<file path="src/canmc_defs.vh">
// Purpose: constants for the mode and clock-output controller
// Assumes: 8-bit registers, one per 32-bit Wishbone word, byte address = 4 * index
// Notes:   included by canmc_mode_clock.v
`ifndef CANMC_DEFS_VH
`define CANMC_DEFS_VH

// ----------------------------------------
// Register indices
// ----------------------------------------
`define CANMC_IDX_SENDPIN  6'h0d
`define CANMC_IDX_STAT     6'h0e
`define CANMC_IDX_CTRL     6'h0f
`define CANMC_IDX_TEC      6'h1c
`define CANMC_IDX_REC      6'h1d
`define CANMC_IDX_CFGC     6'h28
`define CANMC_IDX_CFGB     6'h29
`define CANMC_IDX_CFGA     6'h2a
`define CANMC_IDX_IEN      6'h2b
`define CANMC_IDX_IFLG     6'h2c
`define CANMC_IDX_FB0      6'h00
`define CANMC_IDX_FB0_END  6'h0c
`define CANMC_IDX_FB1      6'h10
`define CANMC_IDX_FB1_END  6'h1c
`define CANMC_IDX_FB2      6'h20
`define CANMC_IDX_FB2_END  6'h28
`define CANMC_FB1_SHIFT    6'h04
`define CANMC_FB2_SHIFT    6'h08

// ----------------------------------------
// Fields and reset values
// ----------------------------------------
`define CANMC_REQ_HI       7
`define CANMC_REQ_LO       5
`define CANMC_ABAT_BIT     4
`define CANMC_CLOCK_OUTPUT_ENABLE_BIT    2
`define CANMC_PRE_HI       1
`define CANMC_WAKE_BIT     6
`define CANMC_WAKE_GLITCH_FILTER_ENABLE_BIT   6
`define CANMC_CTRL_RST     8'he7
`define CANMC_REG_RST      8'h00

// ----------------------------------------
// Modes and divider codes
// ----------------------------------------
`define CANMC_MODE_NORMAL  3'h0
`define CANMC_MODE_SLEEP   3'h1
`define CANMC_MODE_LOOP    3'h2
`define CANMC_MODE_LISTEN  3'h3
`define CANMC_MODE_CONFIG  3'h4
`define CANMC_DIV1         2'h0
`define CANMC_DIV2         2'h1
`define CANMC_DIV4         2'h2
`define CANMC_DIV8         2'h3

// ----------------------------------------
// Cycle counts
// ----------------------------------------
`define CANMC_HOLD_LAST    7'h7f
`define CANMC_SLEEP_CLKS   5'h10
`define CANMC_WAKE_FILT    4'h8
`define CANMC_IDLE_CYC     4'hb

`endif

</file>
<file path="src/canmc_mode_clock.v">
// Purpose: operating mode control, startup hold-off and clock output pin
// Assumes: clk_in is the oscillator; protocol engine sits on the same clock
// Notes:   classic Wishbone slave, ack one cycle after the strobe is seen
`include "canmc_defs.vh"

module canmc_mode_clock (
   // Clock and reset
   input  wire        clk_in,
   input  wire        rst_b_in,
   // Wishbone slave
   input  wire        wb_cyc_in,
   input  wire        wb_stb_in,
   input  wire        wb_we_in,
   input  wire [7:0]  wb_adr_in,
   input  wire [3:0]  wb_sel_in,
   input  wire [31:0] wb_dat_in,
   output wire [31:0] wb_dat_out,
   output wire        wb_ack_out,
   // Protocol engine
   input  wire        tx_pending_in,
   input  wire        engine_tx_in,
   input  wire [7:0]  tec_in,
   input  wire [7:0]  rec_in,
   input  wire [4:0]  filt_idx_in,
   output wire [7:0]  filt_dat_out,
   output wire [2:0]  current_mode_out,
   output wire        tx_enable_out,
   output wire        tx_abort_out,
   output wire        abort_all_out,
   output wire        rx_to_engine_out,
   output wire        rx_discard_out,
   output wire        err_cnt_clear_out,
   output wire        core_reset_b_out,
   output wire        osc_run_out,
   output wire        wake_flag_out,
   output wire [7:0]  bit_timing_cfg_a_out,
   output wire [7:0]  bit_timing_cfg_b_out,
   output wire [7:0]  bit_timing_cfg_c_out,
   output wire [7:0]  send_pin_control_out,
   // Bus pins
   input  wire        bus_rx_line_in,
   output wire        bus_tx_line_out,
   // Clock output pin
   output wire        clock_output_pin_out,
   output wire        clock_output_pin_oe_b_out
);

   // ----------------------------------------
   // Storage
   // ----------------------------------------
   reg        rx_m_q, rx_s_q;
   reg        hold_q;
   reg [6:0]  hold_cnt_q;
   reg [2:0]  mode_request_q;
   reg        abat_q, clock_output_enable_q;
   reg [1:0]  clock_output_divider_q;
   reg [2:0]  current_mode_q;
   reg [7:0]  cfg_a_q, cfg_b_q, cfg_c_q, send_q, ien_q, iflg_q;
   reg [7:0]  filt_q [0:31];
   reg [7:0]  filt_dat_q;
   reg        ack_q;
   reg [7:0]  dat_q;
   reg        slp_pend_q;
   reg [4:0]  slp_cnt_q;
   reg [3:0]  wfilt_cnt_q, idle_cnt_q;
   reg        disc_q, errclr_q, tx_q, rxe_q;
   reg        run_q, slow_q, stop_q, gate_q;
   reg [1:0]  sel_q, ph_q;
   localparam [7:0] ctrl_rst = `CANMC_CTRL_RST;

   // ----------------------------------------
   // Bus decode
   // ----------------------------------------
   wire       acc    = wb_cyc_in & wb_stb_in & ~ack_q;
   wire       wr     = acc & wb_we_in & wb_sel_in[0];
   wire [5:0] idx    = wb_adr_in[7:2];
   wire       cfg_ok = (current_mode_q == `CANMC_MODE_CONFIG);
   wire       in_slp = (current_mode_q == `CANMC_MODE_SLEEP);
   reg        filt_hit;
   reg [5:0]  filt_sel;
   reg [7:0]  rd;

   always @* begin
      filt_hit = 1'b0;
      filt_sel = 6'h00;
      if (idx < `CANMC_IDX_FB0_END) begin
         filt_hit = 1'b1;
         filt_sel = idx;
      end else if (idx >= `CANMC_IDX_FB1 && idx < `CANMC_IDX_FB1_END) begin
         filt_hit = 1'b1;
         filt_sel = idx - `CANMC_FB1_SHIFT;
      end else if (idx >= `CANMC_IDX_FB2 && idx < `CANMC_IDX_FB2_END) begin
         filt_hit = 1'b1;
         filt_sel = idx - `CANMC_FB2_SHIFT;
      end
   end

   always @* begin
      rd = 8'h00;
      case (idx)
         `CANMC_IDX_SENDPIN: rd = send_q;
         `CANMC_IDX_STAT:    rd = {current_mode_q, 5'h00};
         `CANMC_IDX_CTRL:    rd = {mode_request_q, abat_q, 1'b0, clock_output_enable_q, clock_output_divider_q};
         `CANMC_IDX_TEC:     rd = tec_in;
         `CANMC_IDX_REC:     rd = rec_in;
         `CANMC_IDX_CFGC:    rd = cfg_c_q;
         `CANMC_IDX_CFGB:    rd = cfg_b_q;
         `CANMC_IDX_CFGA:    rd = cfg_a_q;
         `CANMC_IDX_IEN:     rd = ien_q;
         `CANMC_IDX_IFLG:    rd = iflg_q;
         default:            rd = filt_hit ? filt_q[filt_sel[4:0]] : 8'h00;
      endcase
   end

   always @(posedge clk_in) begin
      if (!rst_b_in) begin
         ack_q <= 1'b0;
         dat_q <= 8'h00;
      end else begin
         ack_q <= acc;
         if (acc) begin
            dat_q <= rd;
         end
      end
   end

   // ----------------------------------------
   // Receive line sync and wake detection
   // ----------------------------------------
   always @(posedge clk_in) begin
      if (!rst_b_in) begin
         rx_m_q <= 1'b1;
         rx_s_q <= 1'b1;
      end else begin
         rx_m_q <= bus_rx_line_in;
         rx_s_q <= rx_m_q;
      end
   end

   // Filter trades wake latency for immunity to short dominant spikes
   wire rx_act    = cfg_c_q[`CANMC_WAKE_GLITCH_FILTER_ENABLE_BIT] ? (wfilt_cnt_q == `CANMC_WAKE_FILT) : ~rx_s_q;
   wire host_wake = wr & (idx == `CANMC_IDX_IFLG) & wb_dat_in[`CANMC_WAKE_BIT] & ~iflg_q[`CANMC_WAKE_BIT];
   wire wake      = in_slp & ((rx_act & ien_q[`CANMC_WAKE_BIT]) | host_wake);

   always @(posedge clk_in) begin
      if (!rst_b_in) begin
         wfilt_cnt_q <= 4'h0;
         idle_cnt_q  <= 4'h0;
         disc_q      <= 1'b0;
      end else begin
         if (!in_slp || rx_s_q) begin
            wfilt_cnt_q <= 4'h0;
         end else if (wfilt_cnt_q != `CANMC_WAKE_FILT) begin
            wfilt_cnt_q <= wfilt_cnt_q + 4'h1;
         end
         if (!rx_s_q) begin
            idle_cnt_q <= 4'h0;
         end else if (idle_cnt_q != `CANMC_IDLE_CYC) begin
            idle_cnt_q <= idle_cnt_q + 4'h1;
         end
         // Drop traffic until hold-off ends and the bus has gone idle
         if (wake) begin
            disc_q <= 1'b1;
         end else if (!hold_q && idle_cnt_q == `CANMC_IDLE_CYC) begin
            disc_q <= 1'b0;
         end
      end
   end

   // ----------------------------------------
   // Startup hold-off
   // ----------------------------------------
   always @(posedge clk_in) begin
      if (!rst_b_in) begin
         hold_q     <= 1'b1;
         hold_cnt_q <= 7'h00;
      end else if (wake) begin
         hold_q     <= 1'b1;
         hold_cnt_q <= 7'h00;
      end else if (hold_q) begin
         hold_cnt_q <= hold_cnt_q + 7'h01;
         if (hold_cnt_q == `CANMC_HOLD_LAST) begin
            hold_q <= 1'b0;
         end
      end
   end

   // ----------------------------------------
   // Registers
   // ----------------------------------------
   always @(posedge clk_in) begin
      if (!rst_b_in) begin
         mode_request_q         <= ctrl_rst[`CANMC_REQ_HI:`CANMC_REQ_LO];
         abat_q                 <= ctrl_rst[`CANMC_ABAT_BIT];
         clock_output_enable_q  <= ctrl_rst[`CANMC_CLOCK_OUTPUT_ENABLE_BIT];
         clock_output_divider_q <= `CANMC_DIV8;
         cfg_a_q                <= `CANMC_REG_RST;
         cfg_b_q                <= `CANMC_REG_RST;
         cfg_c_q                <= `CANMC_REG_RST;
         send_q                 <= `CANMC_REG_RST;
         ien_q                  <= `CANMC_REG_RST;
         iflg_q                 <= `CANMC_REG_RST;
      end else begin
         if (wr) begin
            case (idx)
               `CANMC_IDX_CTRL: begin
                  mode_request_q         <= wb_dat_in[`CANMC_REQ_HI:`CANMC_REQ_LO];
                  abat_q                 <= wb_dat_in[`CANMC_ABAT_BIT];
                  clock_output_enable_q  <= wb_dat_in[`CANMC_CLOCK_OUTPUT_ENABLE_BIT];
                  clock_output_divider_q <= wb_dat_in[`CANMC_PRE_HI:0];
               end
               `CANMC_IDX_CFGA:    if (cfg_ok) cfg_a_q <= wb_dat_in[7:0];
               `CANMC_IDX_CFGB:    if (cfg_ok) cfg_b_q <= wb_dat_in[7:0];
               `CANMC_IDX_CFGC:    if (cfg_ok) cfg_c_q <= wb_dat_in[7:0];
               `CANMC_IDX_SENDPIN: if (cfg_ok) send_q <= wb_dat_in[7:0];
               `CANMC_IDX_IEN:     ien_q <= wb_dat_in[7:0];
               `CANMC_IDX_IFLG:    iflg_q <= wb_dat_in[7:0];
               default:            ien_q <= ien_q;
            endcase
         end
         // Hardware set wins over a clearing write in the same cycle
         if (wake) begin
            iflg_q[`CANMC_WAKE_BIT] <= 1'b1;
            mode_request_q          <= `CANMC_MODE_LISTEN;
         end
      end
   end

   always @(posedge clk_in) begin
      if (wr && filt_hit && cfg_ok) begin
         filt_q[filt_sel[4:0]] <= wb_dat_in[7:0];
      end
      filt_dat_q <= filt_q[filt_idx_in];
   end

   // ----------------------------------------
   // Mode control
   // ----------------------------------------
   wire req_ok = (mode_request_q <= `CANMC_MODE_CONFIG);
   wire cyc_done;
   wire slp_done = ~run_q | (slp_cnt_q == `CANMC_SLEEP_CLKS);
   wire go_mode  = ~hold_q & ~slp_pend_q & ~in_slp & req_ok & ~tx_pending_in
                   & (mode_request_q != current_mode_q) & (mode_request_q != `CANMC_MODE_SLEEP);

   always @(posedge clk_in) begin
      if (!rst_b_in) begin
         current_mode_q <= `CANMC_MODE_CONFIG;
         slp_pend_q     <= 1'b0;
         slp_cnt_q      <= 5'h00;
         errclr_q       <= 1'b1;
      end else begin
         errclr_q <= (current_mode_q == `CANMC_MODE_LISTEN) | (go_mode & (mode_request_q == `CANMC_MODE_CONFIG));
         if (wake) begin
            current_mode_q <= `CANMC_MODE_LISTEN;
         end else if (!hold_q && slp_pend_q) begin
            if (slp_done) begin
               current_mode_q <= `CANMC_MODE_SLEEP;
               slp_pend_q     <= 1'b0;
            end else if (cyc_done) begin
               slp_cnt_q <= slp_cnt_q + 5'h01;
            end
         end else if (!hold_q && !in_slp && mode_request_q == `CANMC_MODE_SLEEP) begin
            slp_pend_q <= 1'b1;
            slp_cnt_q  <= 5'h00;
         end else if (go_mode) begin
            current_mode_q <= mode_request_q;
         end
      end
   end

   // Transmit line only follows the engine in normal mode
   always @(posedge clk_in) begin
      if (!rst_b_in) begin
         tx_q  <= 1'b1;
         rxe_q <= 1'b1;
      end else begin
         tx_q  <= (current_mode_q == `CANMC_MODE_NORMAL && !hold_q) ? engine_tx_in : 1'b1;
         rxe_q <= (current_mode_q == `CANMC_MODE_LOOP) ? engine_tx_in : rx_s_q;
      end
   end

   // ----------------------------------------
   // Clock output
   // ----------------------------------------
   wire [1:0] half_m1  = (sel_q == `CANMC_DIV8) ? 2'h3 : ((sel_q == `CANMC_DIV4) ? 2'h1 : 2'h0);
   wire       ph_end   = (ph_q == half_m1);
   wire       want_run = clock_output_enable_q & ~in_slp;
   wire       change   = (want_run != run_q) | (clock_output_divider_q != sel_q);
   // Settings switch only after a full low phase, so no runt pulse appears
   wire       bound    = ~run_q | ((sel_q == `CANMC_DIV1) ? (stop_q & ~gate_q) : (~slow_q & ph_end));
   assign cyc_done = run_q & ((sel_q == `CANMC_DIV1) ? gate_q : (slow_q & ph_end));

   always @(posedge clk_in) begin
      if (!rst_b_in) begin
         run_q  <= 1'b1;
         sel_q  <= `CANMC_DIV8;
         slow_q <= 1'b0;
         ph_q   <= 2'h0;
         stop_q <= 1'b0;
      end else begin
         stop_q <= run_q & (sel_q == `CANMC_DIV1) & change;
         if (run_q && sel_q != `CANMC_DIV1) begin
            if (ph_end) begin
               slow_q <= ~slow_q;
               ph_q   <= 2'h0;
            end else begin
               ph_q <= ph_q + 2'h1;
            end
         end
         if (bound && change) begin
            run_q  <= want_run;
            sel_q  <= clock_output_divider_q;
            slow_q <= want_run & (clock_output_divider_q != `CANMC_DIV1);
            ph_q   <= 2'h0;
            stop_q <= 1'b0;
         end
      end
   end

   // Gate opens and closes while the clock is low
   always @(negedge clk_in) begin
      if (!rst_b_in) begin
         gate_q <= 1'b0;
      end else begin
         gate_q <= run_q & (sel_q == `CANMC_DIV1) & ~stop_q;
      end
   end

   // ----------------------------------------
   // Outputs
   // ----------------------------------------
   assign clock_output_pin_out      = (sel_q == `CANMC_DIV1) ? (clk_in & gate_q) : slow_q;
   assign clock_output_pin_oe_b_out = ~(run_q | clock_output_enable_q);
   assign bus_tx_line_out       = tx_q;
   assign wb_ack_out            = ack_q;
   assign wb_dat_out            = {24'h000000, dat_q};
   assign filt_dat_out          = filt_dat_q;
   assign current_mode_out      = current_mode_q;
   assign tx_enable_out         = (current_mode_q == `CANMC_MODE_NORMAL);
   assign tx_abort_out          = slp_pend_q | in_slp;
   assign abort_all_out         = abat_q;
   assign rx_to_engine_out      = rxe_q;
   assign rx_discard_out        = disc_q;
   assign err_cnt_clear_out     = errclr_q;
   assign core_reset_b_out      = ~hold_q;
   assign osc_run_out           = ~in_slp;
   assign wake_flag_out         = iflg_q[`CANMC_WAKE_BIT];
   assign bit_timing_cfg_a_out  = cfg_a_q;
   assign bit_timing_cfg_b_out  = cfg_b_q;
   assign bit_timing_cfg_c_out  = cfg_c_q;
   assign send_pin_control_out  = send_q;

endmodule // canmc_mode_clock

</file>
<file path="config.mk">
export PLATFORM = sky130hd
export DESIGN_NAME = canmc_mode_clock
export DESIGN_NICKNAME = d
export VERILOG_FILES = /design/src/canmc_mode_clock.v
export VERILOG_INCLUDE_DIRS = /design/src
export SDC_FILE = /design/constraint.sdc
export NUM_CORES = 1
export LEC_CHECK = 0
export BUFFER_PORTS_ARGS = -buffer_cell sky130_fd_sc_hd__buf_2
export CAP_MARGIN = 20
export CORE_MARGIN = 2
export CORE_UTILIZATION = 55
export CTS_CLUSTER_SIZE = 8
export DETAILED_ROUTE_END_ITERATION = 8
export PLACE_DENSITY_LB_ADDON = 0.12
export SLEW_MARGIN = 30
export SYNTH_ARGS = -nofsm -noshare
export SYNTH_HDL_FRONTEND = slang
export SYNTH_SLANG_ARGS = --single-unit
</file>
<file path="constraint.sdc">
create_clock -name clk_in -period 3.97 [get_ports clk_in]
set_input_delay 0.9925 -clock clk_in [delete_from_list [all_inputs] [get_ports clk_in]]
set_output_delay 0.9925 -clock clk_in [all_outputs]
set_load 0.05 [all_outputs]
</file>
-- Word-level counts from Yosys, hierarchy flattened
Memories as Yosys holds them, arrays and structs flattened. A register that Yosys moved wholly into a read port is not among the register bits.
Cells that the tools add are included.
W data, S select, Z words.
- bits in registers: 103
- RAM bits: 256
- word-level logic and storage cells: 215
- memories kept: 1
- memory list (name ; words ; bits a word ; rd ports ; clocked after memory_dff ; write ports ; line ; RTL):
    filt_q ; 32 ; 8 ; 2 ; 1 ; 1 ; canmc_mode_clock.v:59 ; reg [7:0] filt_q [0:31];
- $add $sub $neg: 7
- $lt $le $gt $ge: 6
- equal/unequal tests: 34
- mux-type cells: 43
- bitwise logic cells: 47
- reductions and logical operators: 44
- operators with widths (operator ; number):
    $pmux W8 S10 ; 1
    $mux W5 ; 7
    $eq A6 B6 Y1 const B ; 5
    $and A1 B1 Y1 ; 26
    $mux W3 ; 8
    $mux W1 ; 22
    $eq A6 B4 Y1 const B ; 3
    $reduce_and A3 Y1 ; 6
    $reduce_bool A2 Y1 ; 9
    $reduce_and A2 Y1 ; 8
    $mux W7 ; 2
    $not A1 Y1 ; 14
    $eq A6 B5 Y1 const B ; 2
    $logic_and A1 B1 Y1 ; 11
    $add A4 B1 Y4 const B ; 2
    $eq A4 B4 Y1 const B ; 2
    $mux W8 ; 1
    $ne A4 B4 Y1 const B ; 2
    $add A7 B1 Y7 const B ; 1
    $eq A7 B7 Y1 const B ; 1
    $or A1 B1 Y1 ; 7
    $eq A3 B1 Y1 const B ; 2
    $eq A3 B2 Y1 const B ; 2
    $eq A3 B3 Y1 const B ; 2
    27 further kinds ; 35

-- Depth between registers and ports, before layout
- word-level depth: 11
- gate-level depth with buffers: 10
- mapped depth without buffers: 8

==> qor.yml <==
status:
  status: "finished with violations"
  violations: "setup timing"
synthesis:
  async_reset_ff_share_pct: 0
  synth_ff_type: "edfxtp_1"
  synth_compound_area_share_pct: 13.0
  netlist_area_um2: 18300
  synthAdderAreaFrac_pct: 0.752
  synth_edf_count: 256
  netlist_instances: 1487
  synth_top_family_by_area: "multiplexers"
  synth_mux_area_share_pct: 16.2
  yosysSeqAreaShare_pct: 54.2
  synth_warnings: 0
  avgSynthCellArea_um2: 12.3
  synth_cell_types: 93
  synth-simple-area-share_pct: 11.0
  synth-xor-area-share_pct: 0.814
  ys_seq_elements: 367
power:
  p_sw_uw: 2430
  power_frac_comb_pct: 11.6
  ir_drop_mv: 0.418
  clkPwrFrac_pct: 44.3
  seq_power_share_pct: 44.1
  cellPowerDensity_nw_per_um2: 445
  p_leak_uw: 0.00754
  intPower_uw: 7100
  p_sw_share_pct: 25.5
sta:
  setup_viol: 2
  fin_ws_ps: -390
  rsz0062_at_grt: "true"
  tightest_slew_ps: 1010
  holdWs_ps: 415
  slew_violations: 0
  clock_skew_ps: 58.1
  slew_headroom_pct: 32.8
  hold_violations: 0
critical_path:
  start_kind: "flop"
  crit_type: "flop to output port"
  arrival_ps: 3370
  endpoint_kind: "output port"
  worst-path-max-fanout: 3
  required_ps: 2980
grt:
  grt-ovfl-total: 0
  grt_pass1_wl_um: 90900
  met3_usage_pct: 7.64
  grt_antenna_before_repair: 2
  gr-usage-all-layers_pct: 35.4
  use_met2_pct: 53.8
  busiest_layer: "met2"
  grt_use_met1_pct: 49.8
  grt_max_degree: 52
  first_global_vias: 13900
placement:
  dp_slack_ps: 108
  portBuffers: 107
  dpl_cell_area_um2: 19800
  place_hpwl_um: 42200
  gp_congestion: 0.999
final_layout:
  fin_area_um2: 21400
  diodes: 0
  synthToLayoutAreaGrowth_pct: 17.0
  num-fill-cells: 2503
  drive_gt1_share_pct: 25.3
  final_common_cell: "edfxtp_1"
  layout_common_cells: "256 x edfxtp_1, 131 x nor2_1, 116 x buf_4, 110 x nand2_1, 110 x dfxtp_1"
  layout.nets: 1752
cts:
  clkSlewWorstSetupHoldPaths_ps: 50
  cts_setup_buffers: 0
  cts_hold_buf: 0
  cts_tree: "built"
  insertion_delay_ps: 730
floorplan:
  dieWidth_um: 186
  die_h_um: 186
  start_util_pct: 56.1
  ioPinCount: 161
  core_um2: 32600
  die-area_um2: 34700
  rows: 66
route:
  via_per_inst: 6.76
  drc_errors: 0
  wl_um: 62000
  vias: 14500
  ant_nets: 0
  wl_per_cell_um: 28.8
  dr.pass1.iters: 5
  drt_iter0_markers: 2153
worst_hold_path:
  hp-class: "flop to flop"
flow_run:
  maxCapViolCount: 0
-- final cells by class --
| cell class | count | area, um^2 | share of cell area, % |
|---|---|---|---|
| Clock inverter | 3 | 28.8 | 0.134 |
| Multi-Input combinational cell | 992 | 7760 | 36.2 |
| Inverter | 24 | 90.1 | 0.421 |
| Tap cell | 442 | 553 | 2.58 |
| Timing Repair Buffer | 227 | 1530 | 7.15 |
| Sequential cell | 367 | 9910 | 46.3 |
| Clock buffer | 97 | 1540 | 7.20 |
-- sequential cells by signal, indices dropped and copies added (netlist names), 8 cells and up --
signal and cells:
filt_q 256, bit_timing_cfg_a_out 8, bit_timing_cfg_b_out 8, bit_timing_cfg_c_out 8, dat_q 8, filt_dat_out 8
ien_q 8, iflg_q 8, send_pin_control_out 8
-- stage by stage --
step | std cells | utilization [%] | setup TNS (ps) | power [uW]
floorplan | 1510 | - | 0 | 4970
global placement | 2053 | 60.7 | 0 | 5340
detailed placement | 2053 | 60.7 | 0 | 5350
CTS | 2151 | 65.6 | -405 | 9530
global route | 2152 | 65.6 | -474 | 9770
finish | 2152 | 65.6 | -390 | 9520
-- metal layers --
layer | up-vias | wire, um
li1 | 6148 | -
met4 | 4 | 2820
met3 | 183 | 7740
met5 | - | 27
met2 | 1029 | 27700
met1 | 7176 | 23700
-- cells by family (layout without fill, tap and decap cells) --
logic type,Yosys count,after routing
flip-flops,367,367
AND/OR/NAND/NOR,417,417
buffers and inverters,151,351
XOR/XNOR,17,17
adder cells (fa/ha/maj),11,11
multiplexers,191,191
other,1,24
AO/OA/AOI/OAI,332,332
-- repair_timing --
action	4_1_cts	5_1_grt
setup endpoints to repair	2	2
gates cloned	0	0
resized for setup	6	0
-- critical path, stage by stage, from the launching register on --
cell and delay (ps):
dfxtp_2 330, nand3_2 60, o21ai_2 80, buf_6 180
-- final timing paths --
kind	endpoint	start	depth (start not counted)	slack [ps]
worst max-delay path	clock_output_pin_out	gate_q$_SDFF_NN0_	3	-390
worst min-delay path	rx_s_q$_SDFF_PN1_	rx_m_q$_SDFF_PN1_	1	410
worst max register to register	slp_cnt_q[4]$_SDFFE_PN0P_	gate_q$_SDFF_NN0_	5	530
worst min register to register	rx_s_q$_SDFF_PN1_	rx_m_q$_SDFF_PN1_	1	410
-- power groups by stage --
| stage | Sequential [uW] | Clock (uW) | Combinational (uW) |
|---|---|---|---|
| final | 4200 | 4220 | 1100 |
| after global routing | 4200 | 4420 | 1150 |
| after CTS | 4200 | 4250 | 1070 |
| after detailed placement | 4270 | 12.6 | 1060 |
| after global placement | 4270 | 12.6 | 1050 |
| after floorplan | 4320 | 11.0 | 642 |
-- synth_stat cells, types with 24 or more instances --
cell      count  area (um^2)
nor2_1      132          495
buf_4        32          240
clkbuf_1     38          143
mux2i_1      77          771
edfxtp_1    256         7690
mux4_2       80         1800
mux2_2       34          383
nand3_1      69          345
a211oi_1     30          225
dfxtp_1     111         2220
buf_2        36          180
o21ai_0      41          205
a21oi_1      78          390
inv_1        24         90.1
nand2_1     110          413
Note: power is estimated with default switching activity, not from simulation.
